[config.mk]
export PLATFORM = sky130hd
export DESIGN_NAME = gpls_top
export DESIGN_NICKNAME = d
export VERILOG_FILES = /design/src/design/gpls_top.v /design/src/design/gpls_pin_mux.v
export VERILOG_INCLUDE_DIRS = /design/src /design/src/design
export SDC_FILE = /design/constraint.sdc
export NUM_CORES = 1
export LEC_CHECK = 0
export ABC_AREA = 0
export BUFFER_PORTS_ARGS = -buffer_cell sky130_fd_sc_hd__buf_2
export CORE_AREA = 2 2 96 98
export CTS_BUF_LIST = sky130_fd_sc_hd__clkbuf_16
export CTS_CLUSTER_SIZE = 30
export DETAILED_ROUTE_END_ITERATION = 10
export DIE_AREA = 0 0 98 100
export MAX_ROUTING_LAYER = met4
export PLACE_DENSITY = 0.81
export RECOVER_POWER = 50
export SLEW_MARGIN = 20
export SYNTH_ARGS = -nofsm -noshare
export SYNTH_HDL_FRONTEND = slang
export SYNTH_SLANG_ARGS = --single-unit
[constraint.sdc]
create_clock -name core_clk_in -period 3.2 [get_ports core_clk_in]
set_input_delay 0.64 -clock core_clk_in [delete_from_list [all_inputs] [get_ports core_clk_in]]
set_output_delay 0.64 -clock core_clk_in [all_outputs]
set_load 0.005 [all_outputs]
[src/design/gpls_map.vh]
// register map, field positions, reset values and mux kind codes
// assumes inclusion by the pin function select logic only
`ifndef GPLS_MAP_VH
`define GPLS_MAP_VH

////////////////////////////////////////////////////////////////////////////////
// register byte offsets
`define GPLS_OFS_FUNC_SEL   12'h000
`define GPLS_OFS_OUT_EN     12'h004
`define GPLS_OFS_STATUS     12'h024

// reset values
`define GPLS_FUNC_SEL_RST   16'h0000
`define GPLS_OUT_EN_RST     8'h00

// select field positions, two bits each
`define GPLS_PIN0_LSB       0
`define GPLS_PIN1_LSB       2
`define GPLS_PIN2_LSB       4
`define GPLS_PIN3_LSB       6
`define GPLS_PIN4_LSB       8

////////////////////////////////////////////////////////////////////////////////
// what a select code turns a pin into
`define GPLS_K_GPIO         3'h0
`define GPLS_K_TRIG         3'h1
`define GPLS_K_SYNC         3'h2
`define GPLS_K_SIG          3'h3
`define GPLS_K_CLK          3'h4

// axi4-lite responses
`define GPLS_RESP_OKAY      2'h0
`define GPLS_RESP_SLVERR    2'h2

`endif

[src/design/gpls_top.v]
// function select for pins 0 to 4 with an axi4-lite register slave
// assumes pins, sequencer and interrupt levels synchronous to core_clk_in
//
// Summary of operation
// - pin 4: gpio, trigger0, sync4, irq1
// - pin 3: gpio, trigger3, sync3, irq0
// - pin 2: por flag, trigger2, sync2, clock
// - pin 1: gpio, trigger1, sync1, hibernate
// - pin 0: irq0, trigger0, sync0, gpio
// - pin 1 hibernate mode shows sleep flag
// - interrupt pin follows interrupt level
// - sync pin follows sequencer only when enabled
`timescale 1ns/1ps
`include "gpls_map.vh"

module gpls_top #(
   parameter AW = 12
) (
   input  wire          core_clk_in,
   input  wire          reset_n_in,
   input  wire [AW-1:0] s_axi_awaddr_in,
   input  wire          s_axi_awvalid_in,
   output wire          s_axi_awready_out,
   input  wire [31:0]   s_axi_wdata_in,
   input  wire [3:0]    s_axi_wstrb_in,
   input  wire          s_axi_wvalid_in,
   output wire          s_axi_wready_out,
   output wire [1:0]    s_axi_bresp_out,
   output wire          s_axi_bvalid_out,
   input  wire          s_axi_bready_in,
   input  wire [AW-1:0] s_axi_araddr_in,
   input  wire          s_axi_arvalid_in,
   output wire          s_axi_arready_out,
   output wire [31:0]   s_axi_rdata_out,
   output wire [1:0]    s_axi_rresp_out,
   output wire          s_axi_rvalid_out,
   input  wire          s_axi_rready_in,
   input  wire [4:0]    pin_in,
   output wire [4:0]    pin_out,
   output wire [4:0]    pin_drive_n_out,
   input  wire [4:0]    gpio_data_in,
   input  wire [4:0]    sequencer_sync_outputs_in,
   input  wire          irq0_in,
   input  wire          irq1_in,
   input  wire          por_flag_in,
   input  wire          hibernate_in,
   output wire [3:0]    seq_trigger_out,
   output wire          external_clock_in_out,
   output wire [15:0]   pin_function_select_out,
   output wire [7:0]    pin_output_enable_out
);

   reg  [15:0]   func_sel_q;
   reg  [7:0]    out_en_q;
   reg           aw_full_q;
   reg  [AW-1:0] awaddr_q;
   reg           w_full_q;
   reg  [31:0]   wdata_q;
   reg  [3:0]    wstrb_q;
   reg           bvalid_q;
   reg  [1:0]    bresp_q;
   reg           rvalid_q;
   reg  [1:0]    rresp_q;
   reg  [31:0]   rdata_q;
   reg  [31:0]   rd_d;
   reg  [1:0]    rresp_d;
   wire          do_wr;
   wire          wr_sel;
   wire          wr_oe;
   wire [4:0]    trig;
   wire [4:0]    drv_n;
   wire [4:0]    pin_val;
   wire          ext_clk;
   wire [31:0]   status;

   ////////////////////////////////////////////////////////////////////////////
   // write channel: address and data taken in either order
   assign s_axi_awready_out = ~aw_full_q;
   assign s_axi_wready_out  = ~w_full_q;
   assign do_wr  = aw_full_q & w_full_q & ~bvalid_q;
   assign wr_sel = awaddr_q == `GPLS_OFS_FUNC_SEL;
   assign wr_oe  = awaddr_q == `GPLS_OFS_OUT_EN;

   always @(posedge core_clk_in or negedge reset_n_in) begin
      if (!reset_n_in) begin
         aw_full_q <= 1'b0;
         awaddr_q  <= {AW{1'b0}};
         w_full_q  <= 1'b0;
         wdata_q   <= 32'h00000000;
         wstrb_q   <= 4'h0;
         bvalid_q  <= 1'b0;
         bresp_q   <= `GPLS_RESP_OKAY;
      end else begin
         if (s_axi_awvalid_in && !aw_full_q) begin
            aw_full_q <= 1'b1;
            awaddr_q  <= {s_axi_awaddr_in[AW-1:2], 2'b00};
         end else if (do_wr) begin
            aw_full_q <= 1'b0;
         end
         if (s_axi_wvalid_in && !w_full_q) begin
            w_full_q <= 1'b1;
            wdata_q  <= s_axi_wdata_in;
            wstrb_q  <= s_axi_wstrb_in;
         end else if (do_wr) begin
            w_full_q <= 1'b0;
         end
         if (do_wr) begin
            bvalid_q <= 1'b1;
            bresp_q  <= (wr_sel || wr_oe) ? `GPLS_RESP_OKAY : `GPLS_RESP_SLVERR;
         end else if (s_axi_bready_in) begin
            bvalid_q <= 1'b0;
         end
      end
   end

   ////////////////////////////////////////////////////////////////////////////
   // software registers, byte lanes honoured
   always @(posedge core_clk_in or negedge reset_n_in) begin
      if (!reset_n_in) begin
         func_sel_q <= `GPLS_FUNC_SEL_RST;
         out_en_q   <= `GPLS_OUT_EN_RST;
      end else if (do_wr) begin
         if (wr_sel && wstrb_q[0])
            func_sel_q[7:0] <= wdata_q[7:0];
         if (wr_sel && wstrb_q[1])
            func_sel_q[15:8] <= wdata_q[15:8];
         if (wr_oe && wstrb_q[0])
            out_en_q <= wdata_q[7:0];
      end
   end

   ////////////////////////////////////////////////////////////////////////////
   // read channel: one outstanding read, unmapped reads zero with slverr
   assign status = {17'h00000, ext_clk, seq_trigger_out, ~drv_n, pin_val};

   always @* begin
      rd_d    = 32'h00000000;
      rresp_d = `GPLS_RESP_OKAY;
      case ({s_axi_araddr_in[AW-1:2], 2'b00})
         `GPLS_OFS_FUNC_SEL: rd_d = {16'h0000, func_sel_q};
         `GPLS_OFS_OUT_EN:   rd_d = {24'h000000, out_en_q};
         `GPLS_OFS_STATUS:   rd_d = status;
         default:            rresp_d = `GPLS_RESP_SLVERR;
      endcase
   end

   assign s_axi_arready_out = ~rvalid_q;

   always @(posedge core_clk_in or negedge reset_n_in) begin
      if (!reset_n_in) begin
         rvalid_q <= 1'b0;
         rresp_q  <= `GPLS_RESP_OKAY;
         rdata_q  <= 32'h00000000;
      end else if (s_axi_arvalid_in && !rvalid_q) begin
         rvalid_q <= 1'b1;
         rresp_q  <= rresp_d;
         rdata_q  <= rd_d;
      end else if (s_axi_rready_in) begin
         rvalid_q <= 1'b0;
      end
   end

   assign s_axi_bvalid_out = bvalid_q;
   assign s_axi_bresp_out  = bresp_q;
   assign s_axi_rvalid_out = rvalid_q;
   assign s_axi_rresp_out  = rresp_q;
   assign s_axi_rdata_out  = rdata_q;

   ////////////////////////////////////////////////////////////////////////////
   // per-pin multiplexers; parameters are the code tables
   gpls_pin_mux #(
      .FN0(`GPLS_K_SIG), .FN1(`GPLS_K_TRIG), .FN2(`GPLS_K_SYNC), .FN3(`GPLS_K_GPIO)
   ) u_pin0 (
      .core_clk_in(core_clk_in), .reset_n_in(reset_n_in),
      .sel_in(func_sel_q[`GPLS_PIN0_LSB+1:`GPLS_PIN0_LSB]),
      .pin_in(pin_in[0]), .gpio_data_in(gpio_data_in[0]), .gpio_oe_in(out_en_q[0]),
      .sync_in(sequencer_sync_outputs_in[0]), .sig_in(irq0_in),
      .pin_out(pin_val[0]), .pin_drive_n_out(drv_n[0]), .trig_out(trig[0]), .clk_out()
   );

   gpls_pin_mux #(
      .FN0(`GPLS_K_GPIO), .FN1(`GPLS_K_TRIG), .FN2(`GPLS_K_SYNC), .FN3(`GPLS_K_SIG)
   ) u_pin1 (
      .core_clk_in(core_clk_in), .reset_n_in(reset_n_in),
      .sel_in(func_sel_q[`GPLS_PIN1_LSB+1:`GPLS_PIN1_LSB]),
      .pin_in(pin_in[1]), .gpio_data_in(gpio_data_in[1]), .gpio_oe_in(out_en_q[1]),
      .sync_in(sequencer_sync_outputs_in[1]),
      .sig_in(hibernate_in),
      .pin_out(pin_val[1]), .pin_drive_n_out(drv_n[1]), .trig_out(trig[1]), .clk_out()
   );

   gpls_pin_mux #(
      .FN0(`GPLS_K_SIG), .FN1(`GPLS_K_TRIG), .FN2(`GPLS_K_SYNC), .FN3(`GPLS_K_CLK)
   ) u_pin2 (
      .core_clk_in(core_clk_in), .reset_n_in(reset_n_in),
      .sel_in(func_sel_q[`GPLS_PIN2_LSB+1:`GPLS_PIN2_LSB]),
      .pin_in(pin_in[2]), .gpio_data_in(gpio_data_in[2]), .gpio_oe_in(out_en_q[2]),
      .sync_in(sequencer_sync_outputs_in[2]), .sig_in(por_flag_in),
      .pin_out(pin_val[2]), .pin_drive_n_out(drv_n[2]), .trig_out(trig[2]),
      .clk_out(ext_clk)
   );

   gpls_pin_mux #(
      .FN0(`GPLS_K_GPIO), .FN1(`GPLS_K_TRIG), .FN2(`GPLS_K_SYNC), .FN3(`GPLS_K_SIG)
   ) u_pin3 (
      .core_clk_in(core_clk_in), .reset_n_in(reset_n_in),
      .sel_in(func_sel_q[`GPLS_PIN3_LSB+1:`GPLS_PIN3_LSB]),
      .pin_in(pin_in[3]), .gpio_data_in(gpio_data_in[3]), .gpio_oe_in(out_en_q[3]),
      .sync_in(sequencer_sync_outputs_in[3]), .sig_in(irq0_in),
      .pin_out(pin_val[3]), .pin_drive_n_out(drv_n[3]), .trig_out(trig[3]), .clk_out()
   );

   gpls_pin_mux #(
      .FN0(`GPLS_K_GPIO), .FN1(`GPLS_K_TRIG), .FN2(`GPLS_K_SYNC), .FN3(`GPLS_K_SIG)
   ) u_pin4 (
      .core_clk_in(core_clk_in), .reset_n_in(reset_n_in),
      .sel_in(func_sel_q[`GPLS_PIN4_LSB+1:`GPLS_PIN4_LSB]),
      .pin_in(pin_in[4]), .gpio_data_in(gpio_data_in[4]), .gpio_oe_in(out_en_q[4]),
      .sync_in(sequencer_sync_outputs_in[4]), .sig_in(irq1_in),
      .pin_out(pin_val[4]), .pin_drive_n_out(drv_n[4]), .trig_out(trig[4]), .clk_out()
   );

   ////////////////////////////////////////////////////////////////////////////
   // pins 0 and 4 share sequence 0; either one may start it
   assign seq_trigger_out = {trig[3], trig[2], trig[1], trig[0] | trig[4]};
   assign external_clock_in_out   = ext_clk;
   assign pin_out                 = pin_val;
   assign pin_drive_n_out         = drv_n;
   assign pin_function_select_out = func_sel_q;
   assign pin_output_enable_out   = out_en_q;

endmodule

[src/design/gpls_pin_mux.v]
// one pin's function multiplexer, table set by parameters
// assumes select, data and pin levels synchronous to core_clk_in
`timescale 1ns/1ps
`include "gpls_map.vh"

module gpls_pin_mux #(
   parameter [2:0] FN0 = `GPLS_K_GPIO,
   parameter [2:0] FN1 = `GPLS_K_TRIG,
   parameter [2:0] FN2 = `GPLS_K_SYNC,
   parameter [2:0] FN3 = `GPLS_K_SIG
) (
   input  wire       core_clk_in,
   input  wire       reset_n_in,
   input  wire [1:0] sel_in,
   input  wire       pin_in,
   input  wire       gpio_data_in,
   input  wire       gpio_oe_in,
   input  wire       sync_in,
   input  wire       sig_in,
   output wire       pin_out,
   output wire       pin_drive_n_out,
   output wire       trig_out,
   output wire       clk_out
);

   reg [2:0] kind;
   reg       val_d;
   reg       drv_d;
   reg       val_q;
   reg       drv_n_q;
   reg       trig_q;
   reg       clk_q;

   ////////////////////////////////////////////////////////////////////////////
   always @* begin
      case (sel_in)
         2'h0:    kind = FN0;
         2'h1:    kind = FN1;
         2'h2:    kind = FN2;
         default: kind = FN3;
      endcase
   end

   always @* begin
      val_d = 1'b0;
      drv_d = 1'b0;
      case (kind)
         `GPLS_K_GPIO: begin
            val_d = gpio_data_in;
            drv_d = gpio_oe_in;
         end
         `GPLS_K_SYNC: begin
            val_d = sync_in;
            drv_d = gpio_oe_in;
         end
         `GPLS_K_SIG: begin
            // dedicated signals drive regardless of the enable
            val_d = sig_in;
            drv_d = 1'b1;
         end
         default: begin
            val_d = 1'b0;
            drv_d = 1'b0;
         end
      endcase
   end

   ////////////////////////////////////////////////////////////////////////////
   always @(posedge core_clk_in or negedge reset_n_in) begin
      if (!reset_n_in) begin
         val_q   <= 1'b0;
         drv_n_q <= 1'b1;
         trig_q  <= 1'b0;
         clk_q   <= 1'b0;
      end else begin
         val_q   <= val_d;
         drv_n_q <= ~drv_d;
         trig_q  <= pin_in & (kind == `GPLS_K_TRIG);
         clk_q   <= pin_in & (kind == `GPLS_K_CLK);
      end
   end

   assign pin_out         = val_q;
   assign pin_drive_n_out = drv_n_q;
   assign trig_out        = trig_q;
   assign clk_out         = clk_q;

endmodule

==> impl_metrics.env <==
export IMPL_critPathSlowestCell="clkbuf_2"
export IMPL_grt_max_degree=91
export IMPL_port_buffers=124
export IMPL_slew_headroom_pct=-49.00
export IMPL_yosysTopAreaCell="dfrtp_1"
export IMPL_layout_drive_gt1_share_pct=49.40
export IMPL_initial_antenna_violation_count=0
export IMPL_synth_top_area_share_pct=54.87
export IMPL_critical_path_top_delay_family="buffers and inverters"
export IMPL_fmax_mhz=438.2
export IMPL_irDropWorstVdd_mv=0.4204
export IMPL_viasPerCell=5.025
export IMPL_switching_share_pct=27.12
export IMPL_start_util_pct=43.60
export IMPL_post_dp_hpwl_um=6294
export IMPL_ys_seq_elements=90
export IMPL_power_clock_fraction_pct=33.1
export IMPL_instances_no_fill=530
export IMPL_timing_final_hold_violations=0
export IMPL_final_common_cell="buf_2"
export IMPL_synth_simple_gate_area_share_pct=7.005
export IMPL_design_die_area_sq_um=9800
export IMPL_crit_fanout=90
export IMPL_cts_buffers=9
export IMPL_worst_slack_ps=917.8
export IMPL_post_synth_mux_area_share_pct=18.24
export IMPL_num_rows=35
export IMPL_dp_worst_setup_slack_ps=639.0
export IMPL_critical_path_max_stage_delay_ps=1520
export IMPL_cellPowerDensity_nw_per_um2=641.9
export IMPL_global_route_usage_total_pct=18.03
export IMPL_cts_root_buffer_cell="clkbuf_16"
export IMPL_hold_depth=2
export IMPL_globalplace_congestion=0.8302
export IMPL_crit_chain="clkbuf_2"
export IMPL_number_of_global_route_vias_before_repair=2596
export IMPL_top_level_ports=166
export IMPL_slew_violations=91
export IMPL_synth_top_family_by_area="multiplexers"
export IMPL_drc=0
export IMPL_post_synth_main_area_contributors="dfrtp_1 55%, mux2_2 15%, buf_4 7.0%"
export IMPL_num_nets_final=500
export IMPL_failed_checks="capacitance limit, slew limit"
export IMPL_routedWlPerCell_um=15.98
export IMPL_global_route_wire_length_before_repair_um=13290
export IMPL_place_inst=514
export IMPL_synth_compound_gate_area_share_pct=7.230
export IMPL_final_period_utilization_pct=71.32
export IMPL_ctsHtreeMaxLevel=3
export IMPL_run_status="complete, but fails checks"
export IMPL_worstReg2RegStart="awaddr_q[3]"
export IMPL_regToRegSetupSlack_ps=1050
export IMPL_postLayoutCellArea_sq_um=4703
export IMPL_timing_critical_path_depth=1
export IMPL_area_growth_pct=21.34
export IMPL_r2r_cells=4
export IMPL_cts_tree="yes"
export IMPL_synthesis_instances=304
export IMPL_totalNegativeSetupSlack_ps=0
export IMPL_crit_path_start_kind="input port"
export IMPL_p_seq_share_pct=50.7
export IMPL_post_synth_fa_ha_maj_area_fraction_pct=0
export IMPL_grt_overflow_total=0
export IMPL_yosysWarningCount=0
export IMPL_synth_cell_type_count=37
export IMPL_cellLeakagePower_nw=2.392
export IMPL_post_place_cell_area_sq_um=4425
export IMPL_holdCritPathClass="input port to register"
export IMPL_worstPathBufferInverterCount=1
export IMPL_crit_path_end_kind="async pin"
export IMPL_clock_tree_buffer_depth=2
export IMPL_cp_data_required_time_ps=3180
export IMPL_route_final_wire_length_um=8470
export IMPL_syn_area_sq_um=3876
export IMPL_whs_endpoint="s_axi_rvalid_out"
export IMPL_post_synth_xor_area_fraction_pct=0
export IMPL_holdBufCountCts=0
export IMPL_detail_route_iter0_violations=78
export IMPL_count_of_endpoints_failing_setup_in_the_final_report=0
export IMPL_syn_area_per_cell_sq_um=12.75
export IMPL_mostFrequentLayoutCells="123 x buf_2, 85 x dfrtp_1, 53 x mux2_2, 18 x conb_1, 17 x nor2_1"
export IMPL_synth_yosys_seq_area_share_pct=58.26
export IMPL_timing_hold_ws_ps=485.0
export IMPL_arrival_ps=2260
export IMPL_finClkSkew_ps=6.102
export IMPL_floorplan_die_width_um=98
export IMPL_clock_latency_ps=330
export IMPL_hold_path_startpoint="s_axi_rready_in"
export IMPL_worst_pin_slew_ps=2235
export IMPL_antenna_violating_nets_post_route=0
export IMPL_comb_power_share_pct=16.1
export IMPL_crit_type="input port to async pin"
export IMPL_antenna_diode_count=0
export IMPL_y_dimension_of_the_die_um=100
export IMPL_power_switching_uw=818.8
export IMPL_post_cts_buffers=0
export IMPL_timing_rr_end="pin_function_select_out[11]"
export IMPL_core_area_sq_um=8890
export IMPL_dr_total_vias=2663
export IMPL_dr_pass1_iters=4
export IMPL_cap_viol_max_count=1
export IMPL_cellInternalPower_mw=2.200
export IMPL_post_route_min_period_ps=2282
export IMPL_cts_sinks=90
export IMPL_post_cts_resize_count=0
export IMPL_rsz_0062_raised_after_global_routing="false"
export IMPL_clk_pin_slew_ps=70
sequential cells by signal (all words and copies together), names as in the netlist, 2 cells and up:
| signal | count |
|---|---|
| pin_output_enable_out | 8 |
| s_axi_rdata_out | 16 |
| wstrb_q | 2 |
| pin_function_select_out | 16 |
| awaddr_q | 10 |
| wdata_q | 16 |
power groups by stage:
stage	Sequential, mW	Combinational [mW]	Clock (mW)
after floorplan	1.50	0.375	0
after global placement	1.53	0.480	0
after detailed placement	1.56	0.499	0
after CTS	1.54	0.501	1.03
after global routing	1.57	0.540	1.08
final	1.53	0.487	1.00
per-layer routing:
layer	part of all wire [%]	track usage [%]	vias to the layer above	wire length, um
met4	1.6	6.197	0	133
met3	5.5	3.552	16	466
met5	0	-	-	0
li1	-	-	1234	-
met2	50	28.61	110	4193
met1	43	23.44	1303	3677
cell usage after synthesis (all sizes together):
master,number
nor3,3
nand2,3
buf,38
nor2,17
o22ai,1
nand4,1
a22o,3
or4,2
and3b,4
or3,1
nor2b,2
dfstp,5
and2,1
or2,2
mux2,53
mux2i,11
nor4,2
nor3b,2
or3b,1
and4,1
nand3,4
clkbuf,6
conb,1
a21oi,5
o21ai,20
clkinv,1
a31oi,1
dfrtp,85
a22oi,14
inv,13
a21o,1
cell families (layout without fill, tap and decap cells):
logic type	Yosys count	in the layout
other	1	18
DFF	90	90
buffers and inverters	58	156
and+or+nand+nor	46	46
AOI/OAI and AO/OA	45	45
muxes	64	64
worst max path at each step:
stage | start | endpoint | slack (ps)
global route | reset_n_in | s_axi_rdata_out[8] | 460
detailed placement | s_axi_araddr_in[3] | s_axi_rdata_out[10] | 640
global placement | s_axi_araddr_in[3] | s_axi_rdata_out[13] | 680
floorplan | s_axi_araddr_in[3] | s_axi_rdata_out[10] | 950
CTS | s_axi_araddr_in[3] | s_axi_rdata_out[8] | 980
finish | reset_n_in | s_axi_rdata_out[8] | 920
final cells by class:
| type | instances | area [sq um] |
|---|---|---|
| tap | 111 | 138.9 |
| fill | 808 | 4187 |
| clock inverter | 7 | 58.81 |
| sequential | 90 | 2258 |
| timing repair buffer | 126 | 631.9 |
| clock buffer | 9 | 225.2 |
| multi-input combinational | 173 | 1338 |
| inverter | 14 | 52.55 |
through the flow:
stage	utilization (%)	total power, mW
6_report	52.91	3.019
3_5_place_dp	49.78	2.056
4_1_cts	52.98	3.064
2_1_floorplan	-	1.875
3_3_place_gp	49.78	2.013
5_1_grt	52.91	3.195
Note: power is estimated with default switching activity, not from simulation.
